==> config.mk <==
export PLATFORM = sky130hd
export DESIGN_NAME = pmes_event_status_bank
export DESIGN_NICKNAME = d
export VERILOG_FILES = /design/src/pmes_pkg.sv /design/src/pmes_sync_if.sv /design/src/pmes_event_status_bank.sv /design/src/pmes_sync.sv
export VERILOG_INCLUDE_DIRS = /design/src /design/src/src
export SDC_FILE = /design/constraint.sdc
export NUM_CORES = 1
export LEC_CHECK = 0
export BUFFER_PORTS_ARGS = -buffer_cell sky130_fd_sc_hd__buf_2
export CORE_MARGIN = 2
export CORE_UTILIZATION = 53
export DETAILED_ROUTE_END_ITERATION = 6
export MAX_ROUTING_LAYER = met4
export PLACE_DENSITY = 0.84
export SYNTH_ARGS = -nofsm -noshare
export SYNTH_HDL_FRONTEND = slang
export SYNTH_SLANG_ARGS = --single-unit
==> constraint.sdc <==
create_clock -name core_clk -period 2.95 [get_ports core_clk]
set_input_delay 0.4425 -clock core_clk [delete_from_list [all_inputs] [get_ports core_clk]]
set_output_delay 0.4425 -clock core_clk [all_outputs]
set_load 0.03 [all_outputs]
==> src/pmes_regs.svh <==
`ifndef PMES_REGS_SVH
`define PMES_REGS_SVH

// register placement inside the event block
`define PMES_STS_OFFSET 16'h0000
`define PMES_STS_RESET 16'h0000

// flag bit positions
`define PMES_BIT_TIMER 0
`define PMES_BIT_BUSMASTER 4
`define PMES_BIT_FIRMWARE 5
`define PMES_BIT_POWERBTN 8
`define PMES_BIT_SLEEPBTN 9
`define PMES_BIT_ALARM 10
`define PMES_BIT_WAKE 15

// bits that hold a flag; all others read zero
`define PMES_FLAG_MASK 16'h8731

// synchronised input lanes
`define PMES_IN_POWERBTN 0
`define PMES_IN_SLEEPBTN 1
`define PMES_IN_ALARM 2
`define PMES_IN_BUSREQ 3
`define PMES_IN_COUNT 4

// timing
`define PMES_CLK_HZ 40000000
`define PMES_OVERRIDE_MS 4000
`define PMES_OVERRIDE_CYCLES (`PMES_OVERRIDE_MS * (`PMES_CLK_HZ / 1000))

`endif

==> src/pmes_pkg.sv <==
package pmes_pkg;

	// system power state as reported by the sequencer
	typedef enum logic [2:0] {
		PMES_WORKING = 3'b000,
		PMES_SLEEP1 = 3'b001,
		PMES_SLEEP2 = 3'b010,
		PMES_SLEEP3 = 3'b011,
		PMES_SLEEP4 = 3'b100,
		PMES_SOFT_OFF = 3'b101
	} pmes_state_e;

	typedef logic [15:0] pmes_word_t;

endpackage : pmes_pkg

==> src/pmes_sync_if.sv <==
`timescale 1ns/100ps
`include "pmes_regs.svh"

interface pmes_sync_if;
	logic [`PMES_IN_COUNT-1:0] raw;
	logic [`PMES_IN_COUNT-1:0] level;
	logic [`PMES_IN_COUNT-1:0] rise;

	modport sync (input raw, output level, output rise);
	modport core (output raw, input level, input rise);
endinterface : pmes_sync_if

==> src/pmes_event_status_bank.sv <==
// How it works
// - each byte lane of the status word is read and written on its own
// - bits not present in this block read zero and ignore writes
// - the block sits at its own 32-bit aligned address
// - status clears on the edge working state is entered from soft-off
// - counter msb change in either direction sets timer carry flag
// - timer carry flag with its enable raises an event
// - bus master request sets activity flag, cleared by writing one or on entry to working from soft-off
// - firmware attention pulse sets firmware attention flag
// - power button press sets flag; working-state event while enabled
// - power button press while sleeping or off always wakes
// - button held over four seconds clears flag and forces soft-off
// - power button flag already set on wake from sleep
// - sleep button sets flag; event when enabled; wakes only when enabled
// - sleep button flag set before wake completes
// - alarm sets alarm flag; enabled alarm raises an event
// - alarm wakes from sleep one to three, four only when capable
// - reserved bits read zero, bit eleven reads zero
// - enabled wake while sleeping sets wake flag and requests working on the same edge
// - events route to control interrupt when select set, else management
`timescale 1ns/100ps
`include "pmes_regs.svh"

module pmes_event_status_bank #(
	parameter logic [15:0] BLOCK_BASE = 16'h0400,
	parameter logic [15:0] IMPL_MASK = 16'hFFFF,
	parameter int unsigned OVERRIDE_CYCLES = `PMES_OVERRIDE_CYCLES
) (
	input wire logic core_clk,
	input wire logic resetn,
	input wire logic [15:0] ioAddr,
	input wire logic ioRd,
	input wire logic ioWr,
	input wire logic [1:0] ioByteEn,
	input wire logic [15:0] ioWrData,
	output logic [15:0] ioRdData,
	output logic ioRdAck,
	input wire logic powerButton,
	input wire logic sleepButton,
	input wire logic alarmIrq,
	input wire logic busMasterReq,
	input wire logic counterMsb,
	input wire logic firmwareAttention,
	input wire logic timer_carry_enable,
	input wire logic firmware_attention_enable,
	input wire logic power_button_enable,
	input wire logic sleep_button_enable,
	input wire logic alarm_enable,
	input wire logic event_route_select,
	input wire logic alarm_wake_deep_sleep_capable,
	input wire pmes_pkg::pmes_state_e powerState,
	output logic sciEvent,
	output logic smiEvent,
	output logic wakeRequest,
	output logic forceSoftOff
);
	import pmes_pkg::*;

	localparam logic [15:0] LIVE_MASK = IMPL_MASK & `PMES_FLAG_MASK;
	localparam logic [27:0] OVERRIDE_LIMIT = 28'(OVERRIDE_CYCLES);

	// ****************************************
	// state
	// ****************************************
	typedef struct packed {
		pmes_word_t flags;
		logic prevMsb;
		pmes_state_e prevState;
		logic [27:0] holdCount;
		logic overrideDone;
		logic [15:0] rdData;
		logic rdAck;
		logic sci;
		logic smi;
		logic wake;
		logic softOff;
	} pmes_bank_s;

	pmes_bank_s st;
	pmes_bank_s next_st;

	pmes_sync_if syncIf ();

	// button, alarm and bus request synchronisers
	assign syncIf.raw[`PMES_IN_POWERBTN] = powerButton;
	assign syncIf.raw[`PMES_IN_SLEEPBTN] = sleepButton;
	assign syncIf.raw[`PMES_IN_ALARM] = alarmIrq;
	assign syncIf.raw[`PMES_IN_BUSREQ] = busMasterReq;

	pmes_sync u_sync (
		.core_clk(core_clk),
		.resetn(resetn),
		.syncIf(syncIf)
	);

	function automatic logic block_hit(input logic [15:0] addr);
		block_hit = (addr[15:2] == BLOCK_BASE[15:2]) && (addr[1:0] == 2'b00);
	endfunction : block_hit

	// byte lanes expanded to bit mask
	function automatic logic [15:0] lane_mask(input logic [1:0] be);
		lane_mask = {{8{be[1]}}, {8{be[0]}}};
	endfunction : lane_mask

	// ****************************************
	// next state
	// ****************************************
	logic sleeping;
	logic working;
	logic [15:0] setBits;
	logic [15:0] clrBits;
	logic wakeCause;
	logic overrideFire;
	logic event_any;

	always_comb begin
		next_st = st;
		working = (st.prevState == PMES_WORKING);
		sleeping = !working;
		setBits = '0;
		clrBits = '0;
		wakeCause = 1'b0;
		overrideFire = 1'b0;
		event_any = 1'b0;

		setBits[`PMES_BIT_TIMER] = (counterMsb != st.prevMsb);
		setBits[`PMES_BIT_BUSMASTER] = syncIf.rise[`PMES_IN_BUSREQ];
		setBits[`PMES_BIT_FIRMWARE] = firmwareAttention;
		// power button flag set in every state
		setBits[`PMES_BIT_POWERBTN] = syncIf.rise[`PMES_IN_POWERBTN];
		setBits[`PMES_BIT_SLEEPBTN] = syncIf.rise[`PMES_IN_SLEEPBTN];
		setBits[`PMES_BIT_ALARM] = syncIf.rise[`PMES_IN_ALARM];

		if (sleeping) begin
			wakeCause = syncIf.rise[`PMES_IN_POWERBTN]
				|| (syncIf.rise[`PMES_IN_SLEEPBTN] && sleep_button_enable);
			unique case (st.prevState)
				PMES_SLEEP1, PMES_SLEEP2, PMES_SLEEP3: begin
					wakeCause = wakeCause || (syncIf.rise[`PMES_IN_ALARM] && alarm_enable);
				end
				PMES_SLEEP4: begin
					wakeCause = wakeCause || (syncIf.rise[`PMES_IN_ALARM] && alarm_enable
						&& alarm_wake_deep_sleep_capable);
				end
				default: begin
					wakeCause = wakeCause;
				end
			endcase
		end
		setBits[`PMES_BIT_WAKE] = wakeCause;

		if (syncIf.level[`PMES_IN_POWERBTN]) begin
			if (!st.overrideDone) begin
				if (st.holdCount >= OVERRIDE_LIMIT - 28'h0000001) begin
					overrideFire = 1'b1;
					next_st.overrideDone = 1'b1;
				end else begin
					next_st.holdCount = st.holdCount + 28'h0000001;
				end
			end
		end else begin
			next_st.holdCount = '0;
			next_st.overrideDone = 1'b0;
		end

		// write one clears only selected lanes
		if (ioWr && block_hit(ioAddr)) begin
			clrBits = ioWrData & lane_mask(ioByteEn);
		end
		if (overrideFire) begin
			clrBits[`PMES_BIT_POWERBTN] = 1'b1;
		end

		if (powerState == PMES_WORKING && st.prevState == PMES_SOFT_OFF) begin
			clrBits = 16'hFFFF;
		end

		// set wins; absent bits stay zero
		next_st.flags = ((st.flags & ~clrBits) | setBits) & LIVE_MASK;
		next_st.prevMsb = counterMsb;
		next_st.prevState = powerState;

		next_st.rdAck = ioRd && block_hit(ioAddr);
		next_st.rdData = next_st.rdAck ? (st.flags & LIVE_MASK & lane_mask(ioByteEn)) : 16'h0000;

		if (working) begin
			event_any = (st.flags[`PMES_BIT_TIMER] && timer_carry_enable)
				|| (st.flags[`PMES_BIT_FIRMWARE] && firmware_attention_enable)
				|| (st.flags[`PMES_BIT_POWERBTN] && power_button_enable)
				|| (st.flags[`PMES_BIT_SLEEPBTN] && sleep_button_enable)
				|| (st.flags[`PMES_BIT_ALARM] && alarm_enable);
		end
		next_st.sci = event_any && event_route_select;
		next_st.smi = event_any && !event_route_select;
		next_st.wake = wakeCause;
		next_st.softOff = overrideFire;
	end

	always_ff @(posedge core_clk or negedge resetn) begin
		if (!resetn) begin
			st <= '0;
		end else begin
			st <= next_st;
		end
	end

	assign ioRdData = st.rdData;
	assign ioRdAck = st.rdAck;
	assign sciEvent = st.sci;
	assign smiEvent = st.smi;
	assign wakeRequest = st.wake;
	assign forceSoftOff = st.softOff;
endmodule : pmes_event_status_bank

==> src/pmes_sync.sv <==
`timescale 1ns/100ps
`include "pmes_regs.svh"

module pmes_sync (
	input wire logic core_clk,
	input wire logic resetn,
	pmes_sync_if.sync syncIf
);
	import pmes_pkg::*;

	// ****************************************
	// state
	// ****************************************
	typedef struct packed {
		logic [`PMES_IN_COUNT-1:0] stage1;
		logic [`PMES_IN_COUNT-1:0] stage2;
		logic [`PMES_IN_COUNT-1:0] last;
	} pmes_sync_s;

	pmes_sync_s st;
	pmes_sync_s next_st;

	always_comb begin
		next_st = st;
		next_st.stage1 = syncIf.raw;
		next_st.stage2 = st.stage1;
		next_st.last = st.stage2;
	end

	always_ff @(posedge core_clk or negedge resetn) begin
		if (!resetn) begin
			st <= '0;
		end else begin
			st <= next_st;
		end
	end

	assign syncIf.level = st.stage2;
	assign syncIf.rise = st.stage2 & ~st.last;
endmodule : pmes_sync

==> results.cfg, run 1 <==
[placement]
post-dp-hpwl_mm = 4.39
gp_congestion = 0.894
port_buffers = 56

[die]
rows = 27
start_util_pct = 54.2
die_area_um2 = 6170
die_w_um = 78.6
fp.coreArea_um2 = 5440
io_pins = 75
die_h_um = 78.6

[finish]
syn2layout_area_growth_pct = 16.3
drive_gt1_share_pct = 24.8
diodes = 0
final_common_cell = dfrtp_1
multi_input_area_um2 = 1190
layout.nets = 395
nFillCells = 444
most-common-layout-cells = dfrtp_1 (64), buf_2 (56), nand2_1 (25)
seq_area_um2 = 1600

[sta]
finClkSkew_ps = 6.85
rsz0062_at_grt = false
post-route-min-period_ps = 2830
hold_ws_ps = 11.8
setup_tns_ps = 0
hold_violations = 0
report.final.slew_viol_count = 0
min_period_over_period_pct = 95.9
max_freq_mhz = 353
setup_viol = 0
slew-limit-headroom_pct = 59.9
tightest_slew_ps = 596

[detailed_routing]
first_pass_iters = 5
drt_iter0_drc = 192
wl_met3_um = 280
drc_errors = 0
top_layer = met4
wl_met1_mm = 2.67
postRouteAntennaNets = 0
dr_wl_met2_mm = 2.99
wirelength_mm = 6.00
vias_per_cell = 5.59
vias = 2321
wl_per_cell_um = 14.4

[worst_setup_path]
critPathMaxStageDelay_ps = 680
critPathLaunchType = register
critPathKind = reg -> reg
cp_max_fo = 8
critPathTopFamily = simple AND/OR/NAND/NOR gates
cp_common_cell = or4_1
cp.required_ps = 3220
critical_path_buf_inv_count = 0
path_cells = or4_4 -> a2111oi_4 -> nor2_2 -> or4_1 -> or4_1 -> nand2_1
end_kind = register
crit_arrival_ps = 3100
crit_slowest_cell = or4_1

[synth]
yosysWarnings = 0
synth-simple-area-share_pct = 23.6
synth_cells = 285
synth_compound_area_share_pct = 10.6
ys_ff_latch = 64
synth-xor-area-share_pct = 3.86
ys_seq_area_share_pct = 54.3
synthesis.area_um2 = 2950
synth_mux_area_share_pct = 0.679
postSynthAreaPerCell_um2 = 10.3
synth-adder-area-share_pct = 0.424
synth.distinct_cells = 46
synth_top_family_by_area = simple AND/OR/NAND/NOR gates

[cts]
cts_buffers = 9
cts_root_buffer = clkbuf_8
cts.repair.resized = 0
tritoncts = done
postCtsSetupBuffers = 0
cts.sinks = 64
insertion_delay_ps = 330
clockBufferDepth = 2
htreeDepth = 3
clk_pin_slew_ps = 70
cts_hold_buffers = 0

[job]
max_cap_viol_count = 0

[pwr]
vdd_ir_drop_max_v = 0.000337
total_power_uw = 1750
p_leak_uw = 0.00158
power_density_nw_per_um2 = 510

[grt]
grt_usage_pct = 22.7
grt_pass1_wl_mm = 10.6
grt_max_degree = 50
grt_overflow_total = 0
grt_pass1_vias = 2318
antenna_found_initial = 0

[hold_path]
hold_class = in -> async

[outcome]
status = completed
==> registers in the layout (all words and copies together) (netlist names) <==
name / flops
forceSoftOff: 1
ioRdAck: 1
ioRdData: 7
sciEvent: 1
smiEvent: 1
st: 40
u_sync.next_st: 4
u_sync.st: 4
u_sync.syncIf.level: 4
wakeRequest: 1
==> worst reg2reg max path: stages, from the launching register on <==
cell	delay, ps
dfrtp_1	410
or4_4	570
a2111oi_4	380
nor2_2	150
or4_1	680
or4_1	510
nand2_1	80
==> cell type report <==
| class | count | share of cell area (%) |
|---|---|---|
| Sequential cell | 64 | 46.7 |
| Inverter | 7 | 0.767 |
| Timing Repair Buffer | 62 | 9.49 |
| Multi-Input combinational cell | 196 | 34.7 |
| Clock inverter | 3 | 1.24 |
| Clock buffer | 11 | 4.42 |
| Tap cell | 72 | 2.63 |
==> routing by layer <==
metal | vias to the layer above | GRT usage [%]
li1 | 1113 | -
met4 | 0 | 7.37
met3 | 5 | 5.63
met5 | - | -
met2 | 73 | 35.5
met1 | 1130 | 29.4
==> report_power, final <==
part / switching [uW] / total, uW / internal (uW) / leakage [uW]
Clock: 313 / 738 / 425 / 0.0000973
Combinational: 62.6 / 99.3 / 36.7 / 0.000665
Sequential: 13.9 / 911 / 897 / 0.000818
Total: 389 / 1750 / 1360 / 0.00158
==> synthesized netlist by cell type (all sizes together) <==
master / instances / area [um2]
a2111oi: 1 / 27.5
a211o: 1 / 8.76
a21boi: 1 / 7.51
a21oi: 11 / 55.1
a222oi: 1 / 10.0
a22oi: 1 / 7.51
a31o: 6 / 52.6
a32o: 1 / 10.0
a41oi: 1 / 8.76
and2: 3 / 18.8
and3: 9 / 56.3
and4: 5 / 43.8
buf: 18 / 130
clkbuf: 8 / 30.0
conb: 1 / 3.75
dfrtp: 64 / 1600
ha: 1 / 12.5
inv: 7 / 26.3
mux2i: 2 / 20.0
nand2: 25 / 93.8
nand2b: 2 / 12.5
nand3: 18 / 90.1
nand3b: 1 / 7.51
nand4: 8 / 50.1
nor2: 25 / 96.4
nor2b: 3 / 18.8
nor3: 6 / 30.0
nor3b: 1 / 7.51
nor4: 9 / 56.3
nor4b: 4 / 35.0
o211a: 1 / 10.0
o211ai: 1 / 7.51
o21a: 1 / 7.51
o21ai: 4 / 20.0
o21bai: 2 / 15.0
o311ai: 1 / 8.76
o31ai: 4 / 30.0
o32ai: 1 / 8.76
o41ai: 2 / 17.5
or3: 5 / 31.3
or4: 6 / 48.8
xnor2: 5 / 43.8
xor2: 8 / 70.1
==> cell families after synthesis <==
| family | count (synthesis) |
|---|---|
| simple gates | 130 |
| flops | 64 |
| compound gates | 41 |
| buf+inv | 33 |
| xor+xnor | 13 |
| mux | 2 |
| fa+ha+maj | 1 |
| other cells | 1 |
==> metrics by stage <==
stage	setup WS (ps)	instances	util (%)	instance area, um2
floorplan	310	293	-	2980
global placement	182	401	59.4	3230
detailed placement	160	401	59.4	3230
CTS	142	415	63.0	3430
global route	29.1	415	63.0	3430
finish	120	415	63.0	3430
==> worst paths after layout <==
path	from	end	slack, ps	cells past startpoint
min in group core_clk	alarmIrq	u_sync.next_st[6]	210	1
worst min register to register	u_sync.next_st[5]	u_sync.syncIf.level[1]	350	0
max in group asynchronous	resetn	u_sync.syncIf.level[0]	2030	2
worst min-delay path	resetn	st[49]	10	1
worst max-delay path	st[42]	st[32]	120	6
worst max register to register	st[42]	st[32]	120	6
Note: power is estimated with default switching activity, not from simulation.
==> run 2: changes to the inputs <==
--- a/config.mk
+++ b/config.mk
@@ -7,7 +7,7 @@
 export NUM_CORES = 1
 export LEC_CHECK = 0
 export BUFFER_PORTS_ARGS = -buffer_cell sky130_fd_sc_hd__buf_2
-export CORE_MARGIN = 2
+export CORE_MARGIN = 8
 export CORE_UTILIZATION = 53
 export DETAILED_ROUTE_END_ITERATION = 6
 export MAX_ROUTING_LAYER = met4
==> run 2 against run 1 <==
Against the previous run:
- clock skew is essentially flat
- cell area is 0.26% higher
- fmax grew 3.5%
- die area grew 33%
- first-iteration DRC count up 1.6%
- via count is essentially flat
- routed wire length is 5.8% higher
- core utilization grew 0.16 points
- global-route usage down 5.8 points
- critical path type unchanged
- largest cell class unchanged
==> results.cfg, run 2 (synthesis gave the netlist of run 1 again) <==
[finish]
syn2layout_area_growth_pct = 16.6
finish.instance_area_um2 = 3440
layout.nets = 395
drive_gt1_share_pct = 25.2
most-common-layout-cells = dfrtp_1 (64), buf_2 (56), nand2_1 (25)
regMostFlops = st
layout.cells.non_filler = 417
largest_reg_flops = 40
nFillCells = 448
final_common_cell = dfrtp_1
post-route-util_pct = 63.2
diodes = 0

[sta]
setup_viol = 0
hold_violations = 0
rsz0062_at_grt = false
tightest_slew_ps = 788
report.final.slew_viol_count = 0
finClkSkew_ps = 7.11
post-route-min-period_ps = 2730
slew-limit-headroom_pct = 47.5
max_freq_mhz = 366
min_period_over_period_pct = 92.7
setup_tns_ps = 0

[hold_path]
hold_class = in -> reg

[pwr]
intPower_uw = 1350
p_leak_uw = 0.00158
power_density_nw_per_um2 = 510
comb_power_share_pct = 5.7
swShare_pct = 23.2
total_power_uw = 1750
vdd_ir_drop_max_v = 0.000406
power.share.sequential_pct = 52.0
switching_power_uw = 405
clkPwrFrac_pct = 42.2

[worst_setup_path]
crit_arrival_ps = 2990
end_kind = register
cp_max_fo = 8
cp.required_ps = 3200
critPathLaunchType = register
critPathKind = reg -> reg

[detailed_routing]
vias_per_cell = 5.57
vias = 2322
postRouteAntennaNets = 0
wirelength_mm = 6.34
wl_per_cell_um = 15.2
first_pass_iters = 4
drt_iter0_drc = 195
drc_errors = 0

[grt]
met1_usage_pct = 20.1
use_met3_pct = 4.99
grt_pass1_wl_mm = 11.0
grt_max_degree = 65
grt_overflow_total = 0
use_met2_pct = 25.5
grt_busiest_layer = met2
grt_usage_pct = 16.9
grt_pass1_vias = 2344
antenna_found_initial = 0

[die]
io_pins = 75
die_h_um = 90.6
die_w_um = 90.6
start_util_pct = 54.2
die_area_um2 = 8200
fp.coreArea_um2 = 5440
rows = 27

[placement]
place_inst = 401
port_buffers = 56
dpl_cell_area_um2 = 3230
post-dp-hpwl_mm = 4.56
gp_congestion = 0.864

[cts]
cts_root_buffer = clkbuf_8
htreeDepth = 3
cts.sinks = 64
cts_buffers = 9
cts_hold_buffers = 0
tritoncts = done
insertion_delay_ps = 330
clockBufferDepth = 2
clk_pin_slew_ps = 70

[job]
max_cap_viol_count = 0

[outcome]
status = completed
## run 2: changes by cell type in the layout (fill, tap and decap cells not counted), sizes merged
cell    previous run  this run
clkinv             1         3
## run 2: final timing paths
path / from / to / slack (ps) / cells after the start
worst max-delay path: st[42] / st[30] / 220 / 7
worst min-delay path: powerButton / u_sync.next_st[4] / 210 / 1
worst max register to register: st[42] / st[30] / 220 / 7
worst min register to register: u_sync.next_st[4] / u_sync.syncIf.level[0] / 360 / 0
max in group asynchronous: resetn / st[40] / 2160 / 2
min in group asynchronous: resetn / st[54] / 280 / 2
## run 2: layout make-up
cell class	instances	area (um2)	share of cell area, %
Clock buffer	11	141	4.12
Clock inverter	5	56.3	1.64
Inverter	7	26.3	0.765
Multi-Input combinational cell	196	1190	34.8
Sequential cell	64	1600	46.6
Tap cell	72	90.1	2.62
Timing Repair Buffer	62	325	9.47
## run 2: power groups by stage
stage          Clock, uW  Sequential [uW]  Combinational, uW
2_1_floorplan          0              926               51.3
3_3_place_gp           0              926               98.9
3_5_place_dp           0              927                102
4_1_cts              743              911                102
5_1_grt              797              913                113
6_report             739              911                101
## run 2: routing by layer
layer / vias to the layer above / wire, um
met5: - / 0
met4: 0 / 117
met3: 13 / 358
met2: 64 / 3090
met1: 1127 / 2780
li1: 1118 / -
## run 2: per-stage QoR
stage               hold WS, ps  setup slack [ps]
floorplan                   147               310
global placement            332               185
detailed placement          337               128
CTS                         207               103
global route                190              80.4
finish                      213               215
## run 2: worst max-delay path: stages, from the launching register on
cell and delay, ps:
dfrtp_1 410, or4_4 570, a2111oi_4 360, nor2_2 140, or4_1 600, buf_4 200
nor3_1 170, mux2i_1 200
## run 2: timing repair
action                                  4_1_cts  5_1_grt
resized for setup                             0        1
endpoints found under the setup margin        0        3
endpoints found under the hold margin         0        0
buffers inserted                              0        0
